<file path="src/inc/cidec_pkg.sv">
// Purpose: shared constants and types for the custom instruction word decoder
// Assumes: 32-bit register-format instruction words, classic Wishbone register access
// Notes: all field positions and offsets live here, and the reset values of the control and count registers
// Summary of operation
// - custom operations are register-format words recognised by opcode 0x32
// - select index is taken from bits 13:6 and chooses the operation
// - up to 256 custom operations through one opcode, over several components
// - selector 0 means component internal registers, 1 means processor registers
// - readra, readrb and writerc selector bits are passed to the component
// - three register address fields name operands A, B and result C
// - processor registers A and B feed the operands, result goes to C
// - a plain component gets a fixed 8-bit select index at instantiation
// - a multi-operation component gets an extension index from the select index
// - extension index up to 8 bits, taken from the low select bits
package cidec_pkg;

   // instruction word layout
   localparam int CIDEC_A_HI = 31;
   localparam int CIDEC_A_LO = 27;
   localparam int CIDEC_B_HI = 26;
   localparam int CIDEC_B_LO = 22;
   localparam int CIDEC_C_HI = 21;
   localparam int CIDEC_C_LO = 17;
   localparam int CIDEC_READRA_BIT = 16;
   localparam int CIDEC_READRB_BIT = 15;
   localparam int CIDEC_WRITERC_BIT = 14;
   localparam int CIDEC_N_HI = 13;
   localparam int CIDEC_N_LO = 6;
   localparam int CIDEC_OPC_HI = 5;
   localparam int CIDEC_OPC_LO = 0;
   localparam logic [5:0] CIDEC_OPCODE_CUSTOM = 6'h32;

   // register file selector encoding
   localparam logic CIDEC_SEL_INTERNAL = 1'h0;
   localparam logic CIDEC_SEL_PROCESSOR = 1'h1;

   // component binding defaults
   localparam logic [7:0] CIDEC_SELECT_BASE = 8'h00;
   localparam int CIDEC_EXT_BITS = 2;

   // register map, byte addresses
   localparam logic [7:0] CIDEC_OFS_CTRL = 8'h00;
   localparam logic [7:0] CIDEC_OFS_STATUS = 8'h04;
   localparam logic [7:0] CIDEC_OFS_COUNT = 8'h08;
   localparam logic [7:0] CIDEC_OFS_REGIDX = 8'h0C;
   localparam logic [7:0] CIDEC_OFS_REGDATA = 8'h10;
   localparam int CIDEC_CTRL_EN_BIT = 0;
   localparam int CIDEC_ST_BUSY_BIT = 8;
   localparam int CIDEC_ST_MISS_BIT = 9;
   localparam logic CIDEC_CTRL_EN_RST = 1'h1;
   localparam logic [15:0] CIDEC_COUNT_RST = 16'h0000;

   // decoded instruction fields
   typedef struct packed {
      logic [4:0] a;
      logic [4:0] b;
      logic [4:0] c;
      logic readra;
      logic readrb;
      logic writerc;
      logic [7:0] n;
      logic [5:0] opcodeField;
   } cidec_fields_type;

   // request bundle towards the custom component
   typedef struct packed {
      logic start;
      logic [7:0] n;
      logic readra;
      logic readrb;
      logic writerc;
      logic [4:0] a;
      logic [4:0] b;
      logic [4:0] c;
      logic [31:0] dataa;
      logic [31:0] datab;
   } cidec_ci_req_type;

   typedef enum logic [1:0] {ST_IDLE, ST_ISSUE, ST_WAIT, ST_WB} cidec_state_type;

endpackage : cidec_pkg

</file>
<file path="src/hdl/cidec_field_split.sv">
// Purpose: splits a register-format instruction word into its fields
// Assumes: purely combinational, same clock domain as the caller
// Notes: also flags whether the opcode names a custom operation
`timescale 1ns/1ps
module cidec_field_split (
   input wire logic [31:0] instrWord,
   output cidec_pkg::cidec_fields_type fields,
   output logic isCustom
);

   // field extraction
   assign fields.a = instrWord[cidec_pkg::CIDEC_A_HI:cidec_pkg::CIDEC_A_LO];
   assign fields.b = instrWord[cidec_pkg::CIDEC_B_HI:cidec_pkg::CIDEC_B_LO];
   assign fields.c = instrWord[cidec_pkg::CIDEC_C_HI:cidec_pkg::CIDEC_C_LO];
   assign fields.readra = instrWord[cidec_pkg::CIDEC_READRA_BIT];
   assign fields.readrb = instrWord[cidec_pkg::CIDEC_READRB_BIT];
   assign fields.writerc = instrWord[cidec_pkg::CIDEC_WRITERC_BIT];
   assign fields.n = instrWord[cidec_pkg::CIDEC_N_HI:cidec_pkg::CIDEC_N_LO];
   assign fields.opcodeField = instrWord[cidec_pkg::CIDEC_OPC_HI:cidec_pkg::CIDEC_OPC_LO];

   // custom opcode recognition
   assign isCustom = (fields.opcodeField == cidec_pkg::CIDEC_OPCODE_CUSTOM);

endmodule : cidec_field_split

</file>
<file path="src/hdl/cidec_decoder.sv">
// Purpose: custom instruction word decoder and dispatcher with processor register file
// Assumes: instruction issue and component answer on the core clock, Wishbone classic slave
// Notes: one instruction in flight; the component answers with ciDone and ciResult
//
// The Wishbone interface to the registers and the register addresses were chosen for this implementation.
`timescale 1ns/1ps
module cidec_decoder #(
   parameter logic [7:0] SELECT_BASE = cidec_pkg::CIDEC_SELECT_BASE,
   parameter int EXT_BITS = cidec_pkg::CIDEC_EXT_BITS
) (
   input wire logic clock,
   input wire logic rstn,
   input wire logic clkEn,
   // wishbone classic slave
   input wire logic wb_cyc_i,
   input wire logic wb_stb_i,
   input wire logic wb_we_i,
   input wire logic [7:0] wb_adr_i,
   input wire logic [3:0] wb_sel_i,
   input wire logic [31:0] wb_dat_i,
   output logic [31:0] wb_dat_o,
   output logic wb_ack_o,
   // instruction issue from the core
   input wire logic instrValid,
   input wire logic [31:0] instrWord,
   output logic instrReady,
   output logic instrDone,
   output logic instrMiss,
   // custom component side
   output cidec_pkg::cidec_ci_req_type ciReq,
   input wire logic ciDone,
   input wire logic [31:0] ciResult
);

   // mask of select bits handed over as extension index
   localparam logic [7:0] EXT_MASK = 8'((9'h001 << EXT_BITS) - 9'h001);

   // byte-lane merge for partial bus writes
   function automatic logic [31:0] byteMerge(input logic [31:0] oldVal, input logic [31:0] newVal,
                                            input logic [3:0] sel);
      logic [31:0] res;
      res = oldVal;
      for (int i = 0; i < 4; i++) begin
         if (sel[i]) begin
            res[i*8 +: 8] = newVal[i*8 +: 8];
         end
      end
      return res;
   endfunction : byteMerge

   // component select match on the bits above the extension index
   function automatic logic selectHit(input logic [7:0] n);
      return (n & ~EXT_MASK) == (SELECT_BASE & ~EXT_MASK);
   endfunction : selectHit

   // operand source: processor register or zero when the component supplies it
   function automatic logic [31:0] operandPick(input logic sel, input logic [31:0] regVal);
      return (sel == cidec_pkg::CIDEC_SEL_PROCESSOR) ? regVal : 32'h00000000;
   endfunction : operandPick

   // state
   cidec_pkg::cidec_state_type state_ff;
   cidec_pkg::cidec_state_type nxt_state;
   cidec_pkg::cidec_fields_type instr_ff;
   cidec_pkg::cidec_ci_req_type ciReq_ff;
   cidec_pkg::cidec_ci_req_type nxt_ciReq;
   logic [31:0] regFile [32];
   logic [31:0] result_ff;
   logic ctrlEn_ff;
   logic [4:0] regIdx_ff;
   logic [15:0] count_ff;
   logic [7:0] lastSel_ff;
   logic lastMiss_ff;
   logic instrReady_ff;
   logic instrDone_ff;
   logic instrMiss_ff;
   logic [31:0] wbDat_ff;
   logic wbAck_ff;

   // decoded view of the incoming word
   cidec_pkg::cidec_fields_type fields;
   logic isCustom;

   cidec_field_split cidec_field_split_i (
      .instrWord(instrWord),
      .fields(fields),
      .isCustom(isCustom)
   );

   // issue acceptance and dispatch decision
   wire logic accept = instrValid && instrReady_ff && (state_ff == cidec_pkg::ST_IDLE);
   wire logic hit = isCustom && selectHit(fields.n) && ctrlEn_ff;
   wire logic dispatch = accept && hit;
   wire logic reject = accept && !hit;
   wire logic answerSeen = ciDone && ((state_ff == cidec_pkg::ST_ISSUE) || (state_ff == cidec_pkg::ST_WAIT));
   // processor register write only when the result selector names it
   wire logic wbWrite = (state_ff == cidec_pkg::ST_WB) &&
                        (instr_ff.writerc == cidec_pkg::CIDEC_SEL_PROCESSOR);

   // bus decode
   wire logic busReq = wb_cyc_i && wb_stb_i && !wbAck_ff;
   wire logic busWr = busReq && wb_we_i;
   wire logic selCtrl = (wb_adr_i == cidec_pkg::CIDEC_OFS_CTRL);
   wire logic selStatus = (wb_adr_i == cidec_pkg::CIDEC_OFS_STATUS);
   wire logic selCount = (wb_adr_i == cidec_pkg::CIDEC_OFS_COUNT);
   wire logic selIdx = (wb_adr_i == cidec_pkg::CIDEC_OFS_REGIDX);
   wire logic selData = (wb_adr_i == cidec_pkg::CIDEC_OFS_REGDATA);
   wire logic busRegWr = busWr && selData && !wbWrite;

   // read-back words
   wire logic [31:0] ctrlWord = {31'h00000000, ctrlEn_ff};
   wire logic [31:0] statusWord = {22'h000000, lastMiss_ff, (state_ff != cidec_pkg::ST_IDLE), lastSel_ff};
   wire logic [31:0] countWord = {16'h0000, count_ff};
   wire logic [31:0] idxWord = {27'h0000000, regIdx_ff};
   wire logic [31:0] nxt_wbDat = selCtrl ? ctrlWord :
                                 selStatus ? statusWord :
                                 selCount ? countWord :
                                 selIdx ? idxWord :
                                 selData ? regFile[regIdx_ff] :
                                 32'h00000000;
   wire logic [31:0] ctrlMerged = byteMerge(ctrlWord, wb_dat_i, wb_sel_i);
   wire logic [31:0] idxMerged = byteMerge(idxWord, wb_dat_i, wb_sel_i);
   wire logic [31:0] dataMerged = byteMerge(regFile[regIdx_ff], wb_dat_i, wb_sel_i);

   // next state of the dispatch sequence
   always_comb begin
      nxt_state = state_ff;
      unique case (state_ff)
         cidec_pkg::ST_IDLE: begin
            if (dispatch) begin
               nxt_state = cidec_pkg::ST_ISSUE;
            end
         end
         cidec_pkg::ST_ISSUE: begin
            nxt_state = ciDone ? cidec_pkg::ST_WB : cidec_pkg::ST_WAIT;
         end
         cidec_pkg::ST_WAIT: begin
            if (ciDone) begin
               nxt_state = cidec_pkg::ST_WB;
            end
         end
         cidec_pkg::ST_WB: begin
            nxt_state = cidec_pkg::ST_IDLE;
         end
      endcase
   end

   // request bundle for the component, loaded on dispatch, start for one cycle
   always_comb begin
      nxt_ciReq = ciReq_ff;
      nxt_ciReq.start = 1'b0;
      if (dispatch) begin
         nxt_ciReq.start = 1'b1;
         nxt_ciReq.n = fields.n & EXT_MASK;
         nxt_ciReq.readra = fields.readra;
         nxt_ciReq.readrb = fields.readrb;
         nxt_ciReq.writerc = fields.writerc;
         nxt_ciReq.a = fields.a;
         nxt_ciReq.b = fields.b;
         nxt_ciReq.c = fields.c;
         nxt_ciReq.dataa = operandPick(fields.readra, regFile[fields.a]);
         nxt_ciReq.datab = operandPick(fields.readrb, regFile[fields.b]);
      end
   end

   // sequence state and request register
   always_ff @(posedge clock or negedge rstn) begin
      if (!rstn) begin
         state_ff <= cidec_pkg::ST_IDLE;
         ciReq_ff <= '0;
         instr_ff <= '0;
      end else if (clkEn) begin
         state_ff <= nxt_state;
         ciReq_ff <= nxt_ciReq;
         if (dispatch) begin
            instr_ff <= fields;
         end
      end
   end

   // result capture from the component
   always_ff @(posedge clock or negedge rstn) begin
      if (!rstn) begin
         result_ff <= 32'h00000000;
      end else if (clkEn && answerSeen) begin
         result_ff <= ciResult;
      end
   end

   // processor register file; write-back wins over a bus write in the same cycle
   always_ff @(posedge clock) begin
      if (clkEn) begin
         if (wbWrite) begin
            regFile[instr_ff.c] <= result_ff;
         end else if (busRegWr) begin
            regFile[regIdx_ff] <= dataMerged;
         end
      end
   end

   // handshake towards the core
   always_ff @(posedge clock or negedge rstn) begin
      if (!rstn) begin
         instrReady_ff <= 1'b0;
         instrDone_ff <= 1'b0;
         instrMiss_ff <= 1'b0;
      end else if (clkEn) begin
         instrReady_ff <= (nxt_state == cidec_pkg::ST_IDLE) && !dispatch;
         instrDone_ff <= reject || (state_ff == cidec_pkg::ST_WB);
         instrMiss_ff <= reject;
      end
   end

   // status tracking: last select index, miss flag and execution count
   always_ff @(posedge clock or negedge rstn) begin
      if (!rstn) begin
         lastSel_ff <= 8'h00;
         lastMiss_ff <= 1'b0;
         count_ff <= cidec_pkg::CIDEC_COUNT_RST;
      end else if (clkEn) begin
         if (accept) begin
            lastSel_ff <= fields.n;
            lastMiss_ff <= !hit;
         end
         if (state_ff == cidec_pkg::ST_WB) begin
            count_ff <= count_ff + 16'h0001;
         end
      end
   end

   // software control registers
   always_ff @(posedge clock or negedge rstn) begin
      if (!rstn) begin
         ctrlEn_ff <= cidec_pkg::CIDEC_CTRL_EN_RST;
         regIdx_ff <= 5'h00;
      end else if (clkEn) begin
         if (busWr && selCtrl) begin
            ctrlEn_ff <= ctrlMerged[cidec_pkg::CIDEC_CTRL_EN_BIT];
         end
         if (busWr && selIdx) begin
            regIdx_ff <= idxMerged[4:0];
         end
      end
   end

   // bus answer: ack one cycle after the request, dropped the cycle after
   always_ff @(posedge clock or negedge rstn) begin
      if (!rstn) begin
         wbAck_ff <= 1'b0;
         wbDat_ff <= 32'h00000000;
      end else if (clkEn) begin
         wbAck_ff <= busReq;
         if (busReq && !wb_we_i) begin
            wbDat_ff <= nxt_wbDat;
         end
      end
   end

   // outputs straight from flip-flops
   assign wb_dat_o = wbDat_ff;
   assign wb_ack_o = wbAck_ff;
   assign instrReady = instrReady_ff;
   assign instrDone = instrDone_ff;
   assign instrMiss = instrMiss_ff;
   assign ciReq = ciReq_ff;

endmodule : cidec_decoder

</file>
<file path="config.mk">
export PLATFORM = sky130hd
export DESIGN_NAME = cidec_decoder
export DESIGN_NICKNAME = d
export VERILOG_FILES = /design/src/inc/cidec_pkg.sv /design/src/hdl/cidec_field_split.sv /design/src/hdl/cidec_decoder.sv
export SDC_FILE = /design/constraint.sdc
export NUM_CORES = 2
export LEC_CHECK = 0
export ABC_AREA = 0
export BUFFER_PORTS_ARGS = -buffer_cell sky130_fd_sc_hd__buf_2
export CORE_MARGIN = 5
export CORE_UTILIZATION = 50
export CTS_BUF_LIST = sky130_fd_sc_hd__clkbuf_16
export DETAILED_ROUTE_END_ITERATION = 8
export GPL_TIMING_DRIVEN = 0
export HOLD_SLACK_MARGIN = 0.05
export PLACE_DENSITY = 0.75
export REMOVE_ABC_BUFFERS = 1
export SLEW_MARGIN = 20
export SYNTH_ARGS = -nofsm -noshare
export SYNTH_HDL_FRONTEND = slang
export SYNTH_SLANG_ARGS = --single-unit
</file>
<file path="constraint.sdc">
create_clock -name clock -period 5.8 [get_ports clock]
set_input_delay 0.87 -clock clock [delete_from_list [all_inputs] [get_ports clock]]
set_output_delay 0.87 -clock clock [all_outputs]
set_load 0.01 [all_outputs]
</file>
==> run_results.csv <==
group,metric,value,unit
sta,rsz0062_at_grt,"false",
synthesis,yosysUniqueCellTypes,59,
route,drt_iter0_markers,8269,
worst_setup_path,rr_worst_depth,10,
worst_setup_path,crit_chain,"buf_12 -> buf_16 -> buf_16 -> buf_16 -> mux4_2 -> o22ai_1 -> nor4_2 -> mux2i_1 -> a21oi_2 -> buf_6",
worst_setup_path,required,6390,ps
clock_tree,cts_tree,"done",
synthesis,synth-seq-cells,1210,
clock_tree,path_clk_slew,60,ps
clock_tree,cts_resized,0,
synthesis,synth_compound_area_frac,0.0719,
flow_run,cap_violations,0,
run_status,status,"completed",
clock_tree,cts_sinks,1210,
clock_tree,cts_root_buffer,"clkbuf_16",
synthesis,yosys.area_share.adder,0.00119,
sta,skew,37.6,ps
synthesis,synth_top_family_by_area,"multiplexers",
route,drtPass1Iterations,8,
sta,max_freq,211,MHz
clock_tree,cts_max_level,4,
route,wire_per_inst,38.7,um
synthesis,synth_top_cells_by_area,"edfxtp_1, mux4_2, dfrtp_1",
sta,tightest_slew,1130,ps
worst_setup_path,cpPeakStageDelay,870,ps
clock_tree,clkLatencyLatePin,760,ps
global_route,grt_pass1_vias,43852,
worst_setup_path,crit_top_cell,"buf_16",
worst_setup_path,rr_endpoint,"regFile[31][26]",
global_route,grt_overflow,0,
power,peakVddDrop,0.000265,V
synthesis,syn_area_per_cell,16.7,um^2
synthesis,yosys.area.top_type,"edfxtp_1",
floorplan,start_util,0.504,
sta,holdWs,304,ps
synthesis,yosys-mux-area-fraction,0.302,
min_path,worstHoldStart,"instrWord[17]",
cells_and_area,final_cell_mix,"edfxtp_1, mux4_2, mux2i_1, buf_2, nand2_1",
route,ant_nets,0,
synthesis,ys_warn_count,0,
min_path,hold_path_end,"ciReq[64]",
synthesis,yosys.area_share.simple,0.0390,
clock_tree,cts_max_path_buffers,3,
route,wl,224,mm
synthesis,synth_top_area_frac,0.485,
floorplan,pin_count,243,
placement,dp_hpwl,142,mm
route,drc_errors,0,
clock_tree,cts_made_buffers,131,
min_path,min_path_cells,3,
worst_setup_path,crit_path_end_kind,"flop",
worst_setup_path,worstPathArrival,5340,ps
synthesis,synth-xor-area-share,0.00207,
placement,io_buffers,236,
sta,finalCritPeriodShare,0.819,
sta,timing.final.ws_setup,1050,ps
power,pwr_density_cell,295,mW/mm^2
synthesis,netlist_area,0.0633,mm^2
global_route,grt_pass1_wl,317,mm
min_path,worstHoldPathType,"in2reg",
sta,setup_viol,0,
cells_and_area,mostFrequentLayoutCell,"edfxtp_1",
worst_setup_path,startpoint_type,"flop",
global_route,grt_max_degree,81,
floorplan,design.die.area,0.134,mm^2
cells_and_area,nets,4152,
worst_setup_path,r2r_setup_slack,1050,ps
worst_setup_path,reg2reg_from,"regIdx_ff[1]",
synthesis,ys_seq_area_frac,0.559,
worst_setup_path,crit_fanout,46,
cells_and_area,drive_gt1_frac,0.363,
route,vias,44796,
synthesis,synth-edff-count,1024,
floorplan,core_area,0.126,mm^2
placement,dp_slack,788,ps
synthesis,async_flop_share,0.154,
power,power_leakage,25.7,nW
floorplan,die_w,366,um
floorplan,row_count,130,
global_route,antenna_found_initial,7,
synthesis,syn_inst,3804,
sta,max_slew_margin,0.248,
cells_and_area,fillers,8893,
cells_and_area,area_delta_synth_final,16.9,%
sta,drv_slew,0,
floorplan,die_h,366,um
route,vias_per_cell,7.72,
sta,period_needed,4750,ps
worst_setup_path,critPathKind,"reg2reg",
placement,place.gp.congestion,0.837,
global_route,track_usage,0.327,
synthesis,synthFlopType,"edfxtp_1",
worst_setup_path,crit_slowest_cell,"nor4_2",
sta,fin_setup_tns,0,ps
sta,finalHoldViolCount,0,
## how the worst max path moves through the flow
| stage | from | endpoint | slack [ps] | depth (start not counted) |
|---|---|---|---|---|
| floorplan | regIdx_ff[0] | regFile[11][0] | -6820 | 3 |
| finish | regIdx_ff[1] | regFile[31][26] | 1050 | 10 |
| global route | regIdx_ff[1] | regFile[17][28] | 1020 | 9 |
| global placement | regIdx_ff[0] | regFile[27][28] | -15960 | 3 |
| CTS | regIdx_ff[1] | regFile[17][28] | 1220 | 9 |
| detailed placement | wb_adr_i[1] | regFile[20][30] | 790 | 9 |
## registers in the layout, summed over array words and instances (netlist names)
signal       count
wb_dat_o        32
regIdx_ff        5
lastSel_ff       8
ciReq           85
state_ff         2
instrDone        1
regFile       1024
wb_ack_o         1
result_ff       32
count_ff        16
instrMiss        1
lastMiss_ff      1
ctrlEn_ff        1
instrReady       1
## synthesized netlist by cell type, drive strengths merged (27+ instances only)
| library cell | count |
|---|---|
| a21oi | 85 |
| nor3b | 31 |
| a221oi | 67 |
| a211oi | 77 |
| dfrtp | 185 |
| clkbuf | 196 |
| nor2 | 74 |
| mux4 | 660 |
| nand3 | 37 |
| o21ai | 73 |
| o211ai | 27 |
| nor2b | 59 |
| a221o | 70 |
| mux2 | 111 |
| o22ai | 100 |
| nand2 | 184 |
| edfxtp | 1024 |
| a22oi | 35 |
| mux2i | 302 |
| buf | 159 |
## worst max-delay path, delay by kind of cell, from the launching register on
kind | cells | cell delay (ps)
AO/OA/AOI/OAI | 2 | 750
multiplexers | 2 | 760
flip-flops | 1 | 660
buffers and inverters | 5 | 1470
AND/OR/NAND/NOR | 1 | 870
## logic make-up (layout without fill, tap and decap cells)
family	Yosys count	count (layout)
xor gates and xnor gates	15	15
other	1	17
buffers and inverters	375	706
AOI/OAI and AO/OA	627	627
and+or+nand+nor	497	497
adders and majority gates	6	6
DFF	1210	1210
muxes	1073	1073
## routing by layer
metal | wire length [um] | GRT usage | vias to the layer above
met5 | 12 | 0 | -
met1 | 74400 | 0.429 | 22545
li1 | - | - | 16666
met4 | 15300 | 0.178 | 2
met3 | 37900 | 0.130 | 990
met2 | 96900 | 0.471 | 4593
## per-stage QoR
stage / total power, mW / instances / util / cell area [um^2]
final: 21.8 / 5801 / 0.589 / 74100
after detailed placement: 13.8 / 5542 / 0.556 / 69900
after CTS: 21.8 / 5786 / 0.588 / 74000
after global routing: 22.4 / 5790 / 0.589 / 74000
after floorplan: 12.4 / 3454 / - / 61900
after global placement: 13.8 / 5340 / 0.518 / 65100
## power by group
group          total, mW  switching (mW)  internal, mW  leakage (nW)
clock               8.08            3.55          4.53          2.14
sequential          10.8           0.107          10.7          11.7
combinational       2.93            1.95         0.982          11.8
total               21.8            5.60          16.2          25.7
## timing repair
item | CTS | global route
endpoints found under the setup margin | 0 | 0
hold endpoints to repair | 30 | 0
hold buffers | 1 | 0
buffers inserted | 0 | 0
## area by class of cell
class                   instances  area (um^2)  share of cell area
clock inverters               107          701             0.00946
inverters                      20         77.6             0.00105
flip-flops and latches       1210        35400               0.478
repair buffers                443         5400              0.0729
diodes                         11         27.5            0.000372
well taps                    1650         2060              0.0279
multi-input cells            2224        27000               0.364
clock buffers                 136         3400              0.0459
Note: power is estimated with default switching activity, not from simulation.
